## config.mk

```make
export PLATFORM = sky130hd
export DESIGN_NAME = dbgw_core
export DESIGN_NICKNAME = d
export VERILOG_FILES = /design/src/dbgw_pkg.sv /design/src/dbgw_core.sv
export SDC_FILE = /design/constraint.sdc
export NUM_CORES = 1
export LEC_CHECK = 0
export ABC_CLOCK_PERIOD_IN_PS = 2520
export BUFFER_PORTS_ARGS = -buffer_cell sky130_fd_sc_hd__buf_4
export CORE_AREA = 2 2 114 116
export CTS_CLUSTER_SIZE = 25
export DETAILED_ROUTE_END_ITERATION = 8
export DIE_AREA = 0 0 116 118
export GPL_TIMING_DRIVEN = 0
export PLACE_DENSITY = 0.51
export SYNTH_ARGS = -nofsm -noshare
export SYNTH_HDL_FRONTEND = slang
export SYNTH_SLANG_ARGS = --single-unit
```

## constraint.sdc

```tcl
create_clock -name clk -period 2.52 [get_ports clk]
set_input_delay 0.252 -clock clk [delete_from_list [all_inputs] [get_ports clk]]
set_output_delay 0.252 -clock clk [all_outputs]
set_load 0.01 [all_outputs]
```

## src/dbgw_pkg.sv

```systemverilog
package dbgw_pkg;
	localparam logic [7:0] CMD_READ_REV     = 8'h00;
	localparam logic [7:0] CMD_READ_STATUS  = 8'h02;
	localparam logic [7:0] CMD_READ_RUNTIME = 8'h03;
	localparam logic [7:0] CMD_WR_PROG      = 8'h0A;
	localparam logic [7:0] CMD_RD_CRC       = 8'h0E;
	localparam logic [7:0] CMD_STEP         = 8'h10;
	localparam logic [7:0] CMD_EXEC         = 8'h12;
	localparam logic [7:0] CMD_WR_REG       = 8'h08;
	localparam logic [7:0] CMD_RD_REG       = 8'h09;
	localparam logic [7:0] CMD_WR_WATCH     = 8'h20;
	localparam logic [7:0] CMD_RD_WATCH     = 8'h21;
	localparam logic [15:0] RUNTIME_ZERO    = 16'h0000;
	localparam logic [15:0] RUNTIME_MAX     = 16'hFFFF;
	localparam logic [7:0] WATCH_RESET      = 8'h00;
	localparam int CTL_ADDR_HI_MSB          = 3;
	localparam int CTL_DATA_MATCH_BIT       = 5;
	localparam int CTL_WATCH_EN_BIT         = 7;
	localparam int STAT_DEBUG_BIT           = 7;
	localparam int STAT_HIT_BIT             = 6;
	localparam logic [1:0] WATCH_BYTES      = 2'd3;

	typedef struct packed {
		logic [7:0] control;
		logic [7:0] addr_low;
		logic [7:0] data;
	} dbgw_watch_t;

	typedef struct packed {
		logic        valid;
		logic [11:0] addr;
		logic [7:0]  data;
	} dbgw_rf_access_t;
endpackage : dbgw_pkg

```

## src/dbgw_core.sv

```systemverilog
`timescale 1ns/1ns
`default_nettype none
module dbgw_core
	import dbgw_pkg::*;
#(
	parameter logic [15:0] REVISION = 16'h0100  // Arbitrary value
) (
	input  wire logic            clk,
	input  wire logic            rst_n,
	input  wire logic            rx_valid,
	input  wire logic [7:0]      rx_byte,
	output logic                 tx_valid,
	output logic [7:0]           tx_byte,
	input  wire logic            tx_ready,
	input  wire logic            debug_mode,
	input  wire dbgw_rf_access_t rf_access,
	output logic                 watch_break,
	output logic [7:0]           debugger_status_byte
);
	typedef enum logic [2:0] {
		ST_IDLE = 3'b001,
		ST_RECV = 3'b010,
		ST_SEND = 3'b100
	} dbgw_state_t;

	dbgw_state_t state_r;
	dbgw_state_t state_nxt;
	dbgw_watch_t watch_r;
	dbgw_watch_t watch_nxt;
	logic [23:0] resp_r;
	logic [23:0] resp_nxt;
	logic [1:0]  cnt_r;
	logic [1:0]  cnt_nxt;
	logic [15:0] runtime_r;
	logic [15:0] runtime_nxt;
	logic        dbg_q_r;
	logic        hit_r;
	logic        break_r;
	logic        stat_ans_r;
	logic        stat_ans_nxt;
	logic        cmd_take;
	logic        data_take;
	logic        send_pop;
	logic        status_done;
	logic [11:0] match_addr;
	logic        data_match_en;
	logic        addr_hit;
	logic        data_ok;
	logic        watch_hit;
	logic        run_start;

	function automatic logic cmd_overwrites(input logic [7:0] c);
		cmd_overwrites = (c >= CMD_WR_REG && c <= CMD_RD_CRC) ||
			(c >= CMD_STEP && c <= CMD_EXEC);
	endfunction : cmd_overwrites

	// Link handshake qualifiers
	assign cmd_take  = (state_r == ST_IDLE) && rx_valid;
	assign data_take = (state_r == ST_RECV) && rx_valid;
	assign send_pop  = (state_r == ST_SEND) && tx_ready;

	// Hit clears only when a status answer is taken, whatever its value
	assign status_done = send_pop && (cnt_r == 2'd1) && stat_ans_r;

	// Watchpoint compare
	assign match_addr    = {watch_r.control[CTL_ADDR_HI_MSB:0], watch_r.addr_low};
	assign data_match_en = watch_r.control[CTL_DATA_MATCH_BIT];
	assign addr_hit      = rf_access.valid && (rf_access.addr == match_addr);
	assign data_ok       = !data_match_en || (rf_access.data == watch_r.data);
	assign watch_hit     = watch_r.control[CTL_WATCH_EN_BIT] && addr_hit && data_ok;

	// Leaving debug mode starts a fresh measurement
	assign run_start = dbg_q_r && !debug_mode;

	assign debugger_status_byte = {debug_mode, hit_r, 6'b00_0000};
	assign tx_valid             = (state_r == ST_SEND);
	assign tx_byte              = resp_r[23:16];
	assign watch_break          = break_r;

	// Command decode and answer loading
	always_comb begin
		state_nxt = state_r;
		resp_nxt  = resp_r;
		cnt_nxt   = cnt_r;
		watch_nxt = watch_r;
		stat_ans_nxt = stat_ans_r;
		if (cmd_take) begin
			unique case (rx_byte)
				CMD_READ_REV: begin
					resp_nxt  = {REVISION[15:8], REVISION[7:0], 8'h00};
					cnt_nxt   = 2'd2;
					state_nxt = ST_SEND;
				end
				CMD_READ_STATUS: begin
					resp_nxt  = {debugger_status_byte, 16'h0000};
					cnt_nxt   = 2'd1;
					stat_ans_nxt = 1'b1;
					state_nxt = ST_SEND;
				end
				CMD_READ_RUNTIME: begin
					resp_nxt  = {runtime_r, 8'h00};
					cnt_nxt   = 2'd2;
					state_nxt = ST_SEND;
				end
				CMD_WR_WATCH: begin
					cnt_nxt   = WATCH_BYTES;
					state_nxt = ST_RECV;
				end
				CMD_RD_WATCH: begin
					resp_nxt  = watch_r;
					cnt_nxt   = WATCH_BYTES;
					state_nxt = ST_SEND;
				end
				default: begin
					state_nxt = ST_IDLE;
				end
			endcase
		end else if (data_take) begin
			resp_nxt = {resp_r[15:0], rx_byte};
			cnt_nxt  = cnt_r - 2'd1;
			if (cnt_r == 2'd1) begin
				watch_nxt = {resp_r[15:0], rx_byte};
				state_nxt = ST_IDLE;
			end
		end else if (send_pop) begin
			resp_nxt = {resp_r[15:0], 8'h00};
			cnt_nxt  = cnt_r - 2'd1;
			if (cnt_r == 2'd1) begin
				stat_ans_nxt = 1'b0;
				state_nxt = ST_IDLE;
			end
		end
	end

	// Runtime counter: restarts when the core leaves debug mode or takes a register, program, CRC, step or exec command, otherwise holds while halted
	always_comb begin
		runtime_nxt = runtime_r;
		if (cmd_take && cmd_overwrites(rx_byte)) begin
			runtime_nxt = RUNTIME_ZERO;
		end else if (run_start) begin
			runtime_nxt = RUNTIME_ZERO;
		end else if (!debug_mode && runtime_r != RUNTIME_MAX) begin
			runtime_nxt = runtime_r + 16'h0001;
		end
	end

	// Link state and byte count
	always_ff @(posedge clk or negedge rst_n) begin
		if (!rst_n) begin
			state_r <= ST_IDLE;
			cnt_r   <= 2'd0;
		end else begin
			state_r <= state_nxt;
			cnt_r   <= cnt_nxt;
		end
	end

	// Answer shifter, also collects watch write bytes
	always_ff @(posedge clk or negedge rst_n) begin
		if (!rst_n) begin
			resp_r <= 24'h00_0000;
		end else begin
			resp_r <= resp_nxt;
		end
	end

	// Marks a status answer in flight
	always_ff @(posedge clk or negedge rst_n) begin
		if (!rst_n) begin
			stat_ans_r <= 1'b0;
		end else begin
			stat_ans_r <= stat_ans_nxt;
		end
	end

	// Watch registers change only on a complete write
	always_ff @(posedge clk or negedge rst_n) begin
		if (!rst_n) begin
			watch_r <= {WATCH_RESET, WATCH_RESET, WATCH_RESET};
		end else begin
			watch_r <= watch_nxt;
		end
	end

	// Runtime counter and debug mode history
	always_ff @(posedge clk or negedge rst_n) begin
		if (!rst_n) begin
			runtime_r <= RUNTIME_ZERO;
			dbg_q_r   <= 1'b0;
		end else begin
			runtime_r <= runtime_nxt;
			dbg_q_r   <= debug_mode;
		end
	end

	// Hit flag: a new hit in the cycle the status read finishes is kept
	always_ff @(posedge clk or negedge rst_n) begin
		if (!rst_n) begin
			hit_r <= 1'b0;
		end else begin
			hit_r <= watch_hit | (hit_r & ~status_done);
		end
	end

	// Registered so the break pulse is glitch free
	always_ff @(posedge clk or negedge rst_n) begin
		if (!rst_n) begin
			break_r <= 1'b0;
		end else begin
			break_r <= watch_hit;
		end
	end
endmodule : dbgw_core
`default_nettype wire

```

Word level (Yosys, flattened, before mapping)
Cells that the tools add are included.

Register bits: 73. Word-level logic and storage cells: 86.

Add/sub/neg operators: 2. Order comparisons: 4. Eq/ne operators: 15. Mux-type cells: 21. Bitwise logic cells: 4. Reduce and logical (&&, ||, !) cells: 29.

Operators by type and width (count): 24-bit one-hot mux with 4 select lines (1); 24-bit two-way mux (3); 16-bit two-way mux (3); 16-bit by 1-bit adder with 16-bit output, second input constant (1); 8-bit by 2-bit equality test with 1-bit output, second input constant (2); 8-bit by 6-bit equality test with 1-bit output, second input constant (2); 16-bit != test, second input constant (1); 1-bit logical AND (13); 12-bit equality test (1); 3-bit two-way mux (4); 8-bit equality test (1); 8-bit by 4-bit >= comparator with 1-bit output, second input constant (1); 8-bit by 5-bit >= comparator with 1-bit output, second input constant (1); 8-bit by 4-bit <= comparator with 1-bit output, second input constant (1); 8-bit by 5-bit <= comparator with 1-bit output, second input constant (1); 8-bit logical NOT (1); 2-bit two-way mux (3); 2-bit one-hot mux with 3 select lines (1); 3-bit one-hot mux with 2 select lines (1); 3-bit nonzero test (2); 1-bit two-way mux (5); 5-bit by 1-bit != test with 1-bit output, second input constant (1); 4-bit by 3-bit != test with 1-bit output, second input constant (1); 2-bit AND reduction (2); other kinds (17) (22).

Depth between registers and ports, before layout
Gate-level depths: netlist of run 1.

Word-level depth: 7. Mapped depth: 7.

Worst setup path before layout of run 1
OpenSTA, ideal clock, no wires.

Path type: flip-flop to flip-flop. Start: register runtime_r[0]. End: register runtime_r[14]. Library setup time: 152 ps. Data arrival time: 1860 ps. Setup slack: 508 ps. Stages on the path, launching flop included: 6. Buffers on the path: 0. Period minus slack after synthesis: 2012 ps. Cell sequence: dfrtp_1 ha_1 nand4_1 or4_1 or4b_1 nor4bb_1.

Cells in the longest elaborated chain, start to end: 4. Elaborated cells between the ends (all ways): 7. Classes of those cells: add/sub: 1; eq/ne: 1; mux: 3; reduce/logical: 2.

RTL lines: start: declaration (line dbgw_core.sv:34) `logic [15:0] runtime_r;`; start signal: assignment (line dbgw_core.sv:191) `runtime_r <= runtime_nxt;`; 16-bit by 1-bit adder with 16-bit output (line dbgw_core.sv:143) `runtime_nxt = runtime_r + 16'h0001;`; 16-bit two-way mux (line dbgw_core.sv:142) `end else if (!debug_mode && runtime_r != RUNTIME_MAX) begin`; 16-bit two-way mux (line dbgw_core.sv:140) `end else if (run_start) begin`; 16-bit two-way mux (line dbgw_core.sv:138) `if (cmd_take && cmd_overwrites(rx_byte)) begin`.

Several ways; a longest one is shown, not always the timed one. The select of a mux whose other input is x is not followed. A chain may end at the register's enable or synchronous reset.

Final worst setup path of run 1
Start: register state_r[0]. End: register resp_r[1].

Cells in the longest elaborated chain, start to end: 4. Elaborated cells between the ends (all ways): 11. Classes of those cells: eq/ne: 4; mux: 2; reduce/logical: 5.

RTL lines: start: declaration (line dbgw_core.sv:26) `dbgw_state_t state_r;`; start signal: assignment (line dbgw_core.sv:153) `state_r <= state_nxt;`; 3-bit by 1-bit equality test with 1-bit output, or another cell as far along (line dbgw_core.sv:58) `assign cmd_take = (state_r == ST_IDLE) && rx_valid;`; 1-bit logical AND, on equally long branches (line dbgw_core.sv:58, dbgw_core.sv:59, dbgw_core.sv:60); 5-bit by 1-bit != test with 1-bit output (no line), or another cell as far along; 2-bit AND reduction (no line) or 24-bit two-way mux (tied branches); end signal: assignment (line dbgw_core.sv:163) `resp_r <= resp_nxt;`; end: declaration (line dbgw_core.sv:30) `logic [23:0] resp_r;`.

Several ways; a longest one is shown, not always the timed one.

==> results_dict.tcl, run 1 <==
set metrics [dict create \
    port_buffers 44 \
    cap_violations 0 \
    netSwitchingPower_uw 600 \
    die_w_um 116 \
    dr_total_vias 3259 \
    cp_cell_sequence "nand4bb_1 > nor3_1 > a21oi_1 > a221o_1" \
    worst-slew-pin-transition_ps 959 \
    ant_nets 0 \
    nNetsFinal 476 \
    ys.flop_type "dfrtp_1" \
    leakage_nw 2.11 \
    syn-instance-count 380 \
    fin_ws_ps 170 \
    clock_path_buffers 2 \
    postCtsSetupRepairBufs 0 \
    final_core_util_pct 39.5 \
    overflow 0 \
    slew_headroom_pct 36.1 \
    worstPathBufferInverterCount 0 \
    drt_iter0_markers 172 \
    pwr-share-clk_pct 48.0 \
    r2r_slack_ps 170 \
    comb_power_share_pct 7.0 \
    setup_violations 0 \
    grt_pass1_vias 3247 \
    fmax_mhz 426 \
    top_level_ports 52 \
    start_util_pct 32.5 \
    path_max_fanout 9 \
    globalRouteTotalUtil_pct 17.5 \
    yosys-top-cells-area "dfrtp_1 (45%), mux2_2 (7.0%), a2bb2oi_1 (3.5%)" \
    grt_pass1_wl_um 18400 \
    dieArea_um2 13700 \
    root_buffer "clkbuf_16" \
    clkLatencyLatePin_ps 330 \
    synth_edf_count 0 \
    grt_max_degree 74 \
    pwr-share-seq_pct 44.9 \
    htree_levels 3 \
    dp_slack_ps -29.9 \
    detail_route.wl_per_cell_um 18.3 \
    worstReg2RegEnd "resp_r[1]" \
    power.density_nw_per_um2 540 \
    critPathLaunchType "flip-flop" \
    dr.pass1.iters 4 \
    finalClockSkew_ps 6.08 \
    drc 0 \
    hpwl_um 8140 \
    critPathCaptureType "flip-flop" \
    totalWireLength_um 11300 \
    timing.rr.start "state_r[0]" \
    syn_avg_cell_area_um2 10.6 \
    yosys.area.top_type_share_pct 44.7 \
    syn-cell-area_um2 4030 \
    numCtsBuffers 9 \
    synth_cell_types 56 \
    p_sw_share_pct 22.6 \
    critPathArrivalTime_ps 2560 \
    worstSetupPathType "reg -> reg" \
    slowest_delay_ps 570 \
    period_needed_ps 2350 \
    dp.cells 601 \
    r2r_cells 4 \
    core-area_um2 12400 \
    power.internal_mw 2.05 \
    cts_tree "built" \
    slew_violations 0 \
    final_cells 617 \
    irDropWorstVdd_v 0.000227 \
    place_congestion 0.840 \
    n_antenna_cell 0 \
    cts.sinks 73 \
    fin_crit_sh_pct 93.3 \
    critPathTopFamily "compound AO/OA/AOI/OAI gates" \
    cts.repair.resized 1 \
    hold_buffers 0 \
    drive_gt1_share_pct 24.9 \
    fp.dieH_um 118 \
    status "finished clean" \
    grt_antenna_before_repair 0 \
    yosys_warnings 0 \
    async_flop_share_pct 100 \
    yosysSeqAreaShare_pct 45.3 \
    rsz0062_at_grt "yes" \
    clk_pin_slew_worst_paths_ps 60 \
    num_rows 41 \
    yosysTopAreaCell "dfrtp_1" \
    final-hold-violation-count 0 \
    min_path_type "in -> async" \
    synth-seq-cells 73 \
    via_per_inst 5.28 \
    syn_to_final_growth_pct 21.7 \
    slowest_stage "dfstp_2" \
    required_ps 2730 \
]
[routing by layer]
layer  vias to the layer above  wire length (um)  track usage [%]
met5                         -                 0                0
met4                         0               172             5.21
met3                        11               493             3.09
met2                        79              5050             25.6
met1                      1608              5570             26.2
li1                       1561                 -                -
[how the worst max path moves through the flow]
stage,start,end,slack [ps],depth (start not counted)
after detailed placement,rx_byte[0],runtime_r[5],-30,7
after global routing,runtime_r[0],runtime_r[1],-20,6
after CTS,state_r[2],watch_r[20],140,5
final,state_r[0],resp_r[1],170,4
after global placement,state_r[0],runtime_r[5],1,4
after floorplan,runtime_r[0],runtime_r[14],510,5
[power groups by stage]
stage          sequential [mW]  clock, mW  combinational (mW)
6_report                  1.19       1.27               0.187
5_1_grt                   1.19       1.35               0.208
4_1_cts                   1.19       1.30               0.189
3_5_place_dp              1.21          0               0.187
3_3_place_gp              1.21          0               0.186
2_1_floorplan             1.21          0              0.0856
[state kept, by name, indices dropped and copies added (netlist names), 2 cells and up]
| signal | cells |
|---|---|
| runtime_r | 16 |
| resp_r | 24 |
| match_addr | 12 |
| watch_r | 11 |
| state_r | 3 |
| cnt_r | 2 |
[cells by family after synthesis]
family / synth area share, %
AO/OA/AOI/OAI: 20.4
XOR/XNOR: 4.78
adder cells (fa/ha/maj): 0.620
buffers and inverters: 5.74
flip-flops: 45.3
multiplexers: 7.48
other: 0.0930
AND/OR/NAND/NOR: 15.5
[synthesized netlist by cell type (all sizes together), types with 9 or more instances]
cell type  number
dfrtp          72
a211oi         13
or4             9
clkbuf         18
buf            21
a22oi          14
mux2           25
o21ai          10
xnor2          14
o22a           15
nor2           11
a2bb2oi        16
nor3           16
nand2          12
[metrics by stage]
step                      TNS (ps)  total power, mW  instance area (um2)  hold slack, ps
after CTS                        0             2.68                 4900             108
after global routing         -15.2             2.75                 4910             122
after floorplan                  0             1.30                 4050           -43.6
after detailed placement     -60.9             1.40                 4600             452
after global placement           0             1.40                 4600             455
final                            0             2.65                 4910            53.1
[cell usage in the layout, fill, tap and decap left out, drive strengths merged, types with 10 or more instances in the layout]
cell / Yosys / layout
a211oi: 13 / 13
a22oi: 14 / 14
a2bb2oi: 16 / 16
buf: 21 / 65
clkbuf: 18 / 32
dfrtp: 72 / 72
mux2: 25 / 25
nand2: 12 / 12
nor2: 11 / 11
nor3: 16 / 16
o21ai: 10 / 10
o22a: 15 / 15
xnor2: 14 / 14
[final cells by class]
type | count | area, um2
tap | 172 | 215
timing repair buffer | 44 | 330
inverter | 5 | 18.8
fill | 1302 | 7500
clock inverter | 2 | 37.5
buffer | 39 | 213
multi-input combinational | 268 | 2010
sequential | 73 | 1830
clock buffer | 14 | 254
No activity file was read; power rests on OpenSTA's default activity.
==> inputs of run 2 (changes only) <==
--- a/config.mk
+++ b/config.mk
@@ -8,11 +8,12 @@
 export ABC_CLOCK_PERIOD_IN_PS = 2520
 export BUFFER_PORTS_ARGS = -buffer_cell sky130_fd_sc_hd__buf_4
 export CORE_AREA = 2 2 114 116
-export CTS_CLUSTER_SIZE = 25
+export CTS_BUF_LIST = sky130_fd_sc_hd__clkbuf_16
+export CTS_CLUSTER_SIZE = 20
 export DETAILED_ROUTE_END_ITERATION = 8
 export DIE_AREA = 0 0 116 118
 export GPL_TIMING_DRIVEN = 0
-export PLACE_DENSITY = 0.51
+export PLACE_DENSITY = 0.61
 export SYNTH_ARGS = -nofsm -noshare
 export SYNTH_HDL_FRONTEND = slang
 export SYNTH_SLANG_ARGS = --single-unit
==> run 2 against run 1 <==
Effect of this change:
- worst setup slack got worse by 16 ps
- clock skew about the same
- sequential share of layout area increased by 0.41 points
- first-iteration DRC count increased by 2.9%
- fmax decreased by 0.69%
- critical endpoint is now match_addr[10]
- largest power group is now sequential cells
- register-to-register slack got worse by 20 ps
- clock power decreased by 15%
- routed wire length decreased by 2.5%
==> results_dict.tcl, run 2 (synthesis results as in run 1) <==
set metrics [dict create \
    grt_antenna_before_repair 0 \
    slew_headroom_pct 37.8 \
    layout_common_cells "dfrtp_1 (72), buf_4 (60), mux2_2 (25), clkbuf_1 (17)" \
    ant_nets 0 \
    totalWireLength_um 11000 \
    rsz0062_at_grt "no" \
    required_ps 2730 \
    multi_input_area_um2 2010 \
    fp.dieH_um 118 \
    min_path_type "in -> async" \
    period_needed_ps 2370 \
    cts.sinks 73 \
    slew_violations 0 \
    top_register "resp_r" \
    n_antenna_cell 0 \
    drive_gt1_share_pct 24.2 \
    drc 0 \
    top_level_ports 52 \
    power.density_nw_per_um2 506 \
    cts.repair.resized 0 \
    dieArea_um2 13700 \
    timing.hold.ws_ps 66.2 \
    via_per_inst 5.44 \
    grt_max_degree 74 \
    final_core_util_pct 39.1 \
    finalClockSkew_ps 6.04 \
    postCtsSetupRepairBufs 0 \
    fmax_mhz 423 \
    overflow 0 \
    hold_buffers 0 \
    drt_iter0_markers 177 \
    path_max_fanout 10 \
    critPathTopFamily "buffers and inverters" \
    leakage_nw 2.10 \
    worstSetupPathType "reg -> reg" \
    port_buffers 44 \
    timing.rr.start "state_r[2]" \
    globalRouteTotalUtil_pct 16.9 \
    nNetsFinal 476 \
    worst-slew-pin-transition_ps 933 \
    cp-startpoint "state_r[2]" \
    fin_crit_sh_pct 93.9 \
    crit_path_frequent_cell "clkbuf_1" \
    final_common_cell "dfrtp_1" \
    path_depth 5 \
    dp_slack_ps 33.5 \
    cp_cell_sequence "nor4bb_1 > clkbuf_1 > nand2_1 > clkbuf_1 > mux2_2" \
    place_congestion 0.855 \
    r2r_cells 5 \
    worstPathBufferInverterCount 2 \
    syn_to_final_growth_pct 20.4 \
    grt_pass1_vias 3237 \
    grt_pass1_wl_um 18000 \
    num_rows 41 \
    htree_levels 3 \
    irDropWorstVdd_v 0.000324 \
    slowest_stage "dfrtp_1" \
    cts_tree "built" \
    n_fill_cell 1268 \
    regArea_um2 1830 \
    clk_pin_slew_worst_paths_ps 60 \
    status "finished clean" \
    dr_total_vias 3342 \
    fin_ws_ps 153 \
    start_util_pct 32.5 \
    hpwl_um 8120 \
    clkLatencyLatePin_ps 330 \
    numCtsBuffers 9 \
    slowest_delay_ps 420 \
    critPathArrivalTime_ps 2580 \
    core-area_um2 12400 \
    dr.pass1.iters 5 \
    final-hold-violation-count 0 \
    cap_violations 0 \
    largest_reg_flops 24 \
    detail_route.wl_per_cell_um 17.9 \
    setup_violations 0 \
    clock_path_buffers 2 \
    critPathLaunchType "flip-flop" \
    critPathCaptureType "flip-flop" \
    root_buffer "clkbuf_16" \
    fin_tns_setup_ps 0 \
    die_w_um 116 \
]
run 2: cell types whose count changed in the layout (fill, tap and decap cells not counted), sizes merged:
cell / previous run / this run
bufinv: 1 / 0
clkinv: 0 / 3
clkbuf: 32 / 27
inv: 5 / 6
clkinvlp: 1 / 0
run 2: area by class of cell:
type | instances | share of cell area [%]
well taps | 172 | 4.43
clock buffers | 9 | 4.64
clock inverters | 4 | 0.309
inverters | 5 | 0.386
multi-input cells | 268 | 41.4
plain buffers | 39 | 4.38
repair buffers | 44 | 6.80
flip-flops and latches | 73 | 37.6
run 2: path summary, 6_finish.rpt:
path	to	slack [ps]
max	match_addr[10]	150
max reg2reg	match_addr[10]	150
max in group asynchronous	watch_r[0]	1860
min reg2reg	watch_r[22]	510
min in group clk	dbg_q_r	120
min	runtime_r[5]	70
run 2: stage by stage:
stage	cells	cell area [um2]	power, mW
after floorplan	385	4050	1.30
after global placement	601	4600	1.39
after detailed placement	601	4600	1.40
after CTS	614	4840	2.48
after global routing	614	4860	2.56
final	614	4860	2.46
run 2: report_power, final:
group	total (mW)	leakage (nW)	internal, mW	switching, mW
clock	1.08	0.121	0.635	0.443
combinational	0.185	0.964	0.0764	0.109
sequential	1.19	1.01	1.18	0.0112
run 2: layer usage:
metal	vias up	part of all wire (%)	track usage (%)
met1	1644	47	25.1
met2	130	45	24.9
li1	1557	-	-
met4	0	1.6	5.73
met5	-	0	0
met3	11	6.2	2.94
==> inputs of run 3 (changes only) <==
--- a/config.mk
+++ b/config.mk
@@ -7,11 +7,11 @@
 export LEC_CHECK = 0
 export ABC_CLOCK_PERIOD_IN_PS = 2520
 export BUFFER_PORTS_ARGS = -buffer_cell sky130_fd_sc_hd__buf_4
-export CORE_AREA = 2 2 114 116
+export CORE_AREA = 2 2 94 141
 export CTS_BUF_LIST = sky130_fd_sc_hd__clkbuf_16
 export CTS_CLUSTER_SIZE = 20
 export DETAILED_ROUTE_END_ITERATION = 8
-export DIE_AREA = 0 0 116 118
+export DIE_AREA = 0 0 96 143
 export GPL_TIMING_DRIVEN = 0
 export PLACE_DENSITY = 0.61
 export SYNTH_ARGS = -nofsm -noshare
==> run 3 against run 2 <==
Effect of this change:
- die area increased by 0.29%
- fmax increased by 0.67%
- core utilization increased by 0.14 points
- routed wire length increased by 2.6%
- clock skew about the same
- cell area increased by 0.64%
- critical path depth unchanged
- worst setup slack improved by 16 ps
- register-to-register slack improved by 20 ps
- global-route usage increased by 0.96 points
- sequential power about the same
- first-iteration DRC count increased by 33%
==> results_dict.tcl, run 3 (synthesis results as in run 1) <==
set metrics [dict create \
    timing.rr.start "runtime_r[0]" \
    dr.pass1.iters 4 \
    placed_area_um2 4580 \
    final-hold-violation-count 0 \
    drive_gt1_share_pct 25.4 \
    path_max_fanout 6 \
    drc 0 \
    postCtsSetupRepairBufs 0 \
    fin_total_pwr_mw 2.63 \
    port_buffers 44 \
    final_cell_area_um2 4890 \
    grt_max_degree 74 \
    htree_levels 3 \
    grt_antenna_before_repair 0 \
    rsz0062_at_grt "no" \
    slowest_delay_ps 620 \
    hpwl_um 8400 \
    worst-slew-pin-transition_ps 959 \
    cp-startpoint "runtime_r[0]" \
    fin_tns_setup_ps 0 \
    slew_violations 0 \
    layout_common_cells "dfrtp_1 (72), buf_4 (60), mux2_2 (25)" \
    worstSetupPathType "reg -> reg" \
    r2r_slack_ps 170 \
    leakage_nw 2.11 \
    hold_buffers 0 \
    cap_violations 0 \
    slowest_stage "or4_4" \
    clkLatencyLatePin_ps 340 \
    syn_to_final_growth_pct 21.2 \
    n_fill_cell 1230 \
    cp_cell_sequence "ha_1 > nand4_1 > or4_4 > or4b_1 > nor4bb_1" \
    core-area_um2 12400 \
    final_common_cell "dfrtp_1" \
    period_needed_ps 2350 \
    nNetsFinal 476 \
    cts_tree "built" \
    numCtsBuffers 9 \
    cts.sinks 73 \
    required_ps 2710 \
    clk_pin_slew_worst_paths_ps 60 \
    num_rows 50 \
    via_per_inst 5.54 \
    critPathArrivalTime_ps 2540 \
    globalRouteTotalUtil_pct 17.9 \
    die_w_um 96 \
    critPathTopFamily "simple AND/OR/NAND/NOR gates" \
    finalClockSkew_ps 5.91 \
    clock_path_buffers 2 \
    largest_reg_flops 24 \
    totalWireLength_um 11300 \
    setup_violations 0 \
    root_buffer "clkbuf_16" \
    dieArea_um2 13700 \
    dr_total_vias 3330 \
    status "finished clean" \
    irDropWorstVdd_v 0.000339 \
    final_cells 601 \
    cts.repair.resized 0 \
    critPathCaptureType "flip-flop" \
    top_register "resp_r" \
    slew_headroom_pct 36.1 \
    power.density_nw_per_um2 539 \
    ant_nets 0 \
    fmax_mhz 425 \
    fp.dieH_um 143 \
    overflow 0 \
    top_level_ports 52 \
    n_antenna_cell 0 \
    grt_pass1_vias 3359 \
    worstPathBufferInverterCount 0 \
    start_util_pct 32.4 \
    critPathLaunchType "flip-flop" \
    place_congestion 0.903 \
    grt_pass1_wl_um 18300 \
    drt_iter0_markers 235 \
    fin_crit_sh_pct 93.3 \
    min_path_type "in -> async" \
    dp.cells 585 \
    detail_route.wl_per_cell_um 18.8 \
]
==> run 3: changes by cell type in the layout (fill, tap and decap cells not counted) <==
| cell | delta |
|---|---|
| or4_1 | -1 |
| clkinvlp_4 | +2 |
| clkbuf_2 | +1 |
| clkbuf_1 | -1 |
| inv_1 | -1 |
| clkinv_2 | +1 |
| bufinv_16 | +1 |
| or4_4 | +1 |
==> run 3: layout make-up <==
class / count / area, um2 / share of cell area (%)
buffer: 39 / 214 / 4.38
tap: 156 / 195 / 3.99
clock buffer: 9 / 225 / 4.61
timing repair buffer: 44 / 330 / 6.76
multi-input combinational: 268 / 2010 / 41.2
clock inverter: 7 / 61.3 / 1.25
inverter: 5 / 18.8 / 0.384
sequential: 73 / 1830 / 37.4
==> run 3: power breakdown <==
group	internal, mW	switching [mW]
clock network	0.754	0.499
logic	0.0764	0.110
registers	1.18	0.0124
==> run 3: path summary, 6_finish.rpt <==
kind                       depth (start not counted)       endpoint
setup / recovery                                   5  runtime_r[14]
hold / removal                                     1    watch_break
setup reg to reg                                   5  runtime_r[14]
hold reg to reg                                    1     stat_ans_r
max in group asynchronous                          1  match_addr[1]
min in group clk                                   1        dbg_q_r
==> run 3: through the flow <==
| step | hold WS, ps | worst slack (ps) | util [%] |
|---|---|---|---|
| after floorplan | -43.6 | 508 | - |
| after global placement | 457 | 87.1 | 36.8 |
| after detailed placement | 462 | 88.7 | 36.8 |
| after CTS | 96.6 | 66.3 | 39.1 |
| after global routing | 107 | 22.5 | 39.3 |
| final | 47.0 | 169 | 39.3 |
==> run 3: per-layer routing <==
| metal | wire length (um) | vias to the layer above | GRT usage [%] |
|---|---|---|---|
| li1 | - | 1560 | - |
| met1 | 4520 | 1638 | 21.7 |
| met2 | 5870 | 103 | 29.3 |
| met3 | 404 | 29 | 4.43 |
| met4 | 505 | 0 | 8.65 |
| met5 | 0 | - | 0 |
==> run 3: worst register-to-register path: stages (launching register included) <==
cell and delay [ps]:
dfrtp_1 470, ha_1 210, nand4_1 230, or4_4 620, or4b_1 510, nor4bb_1 160
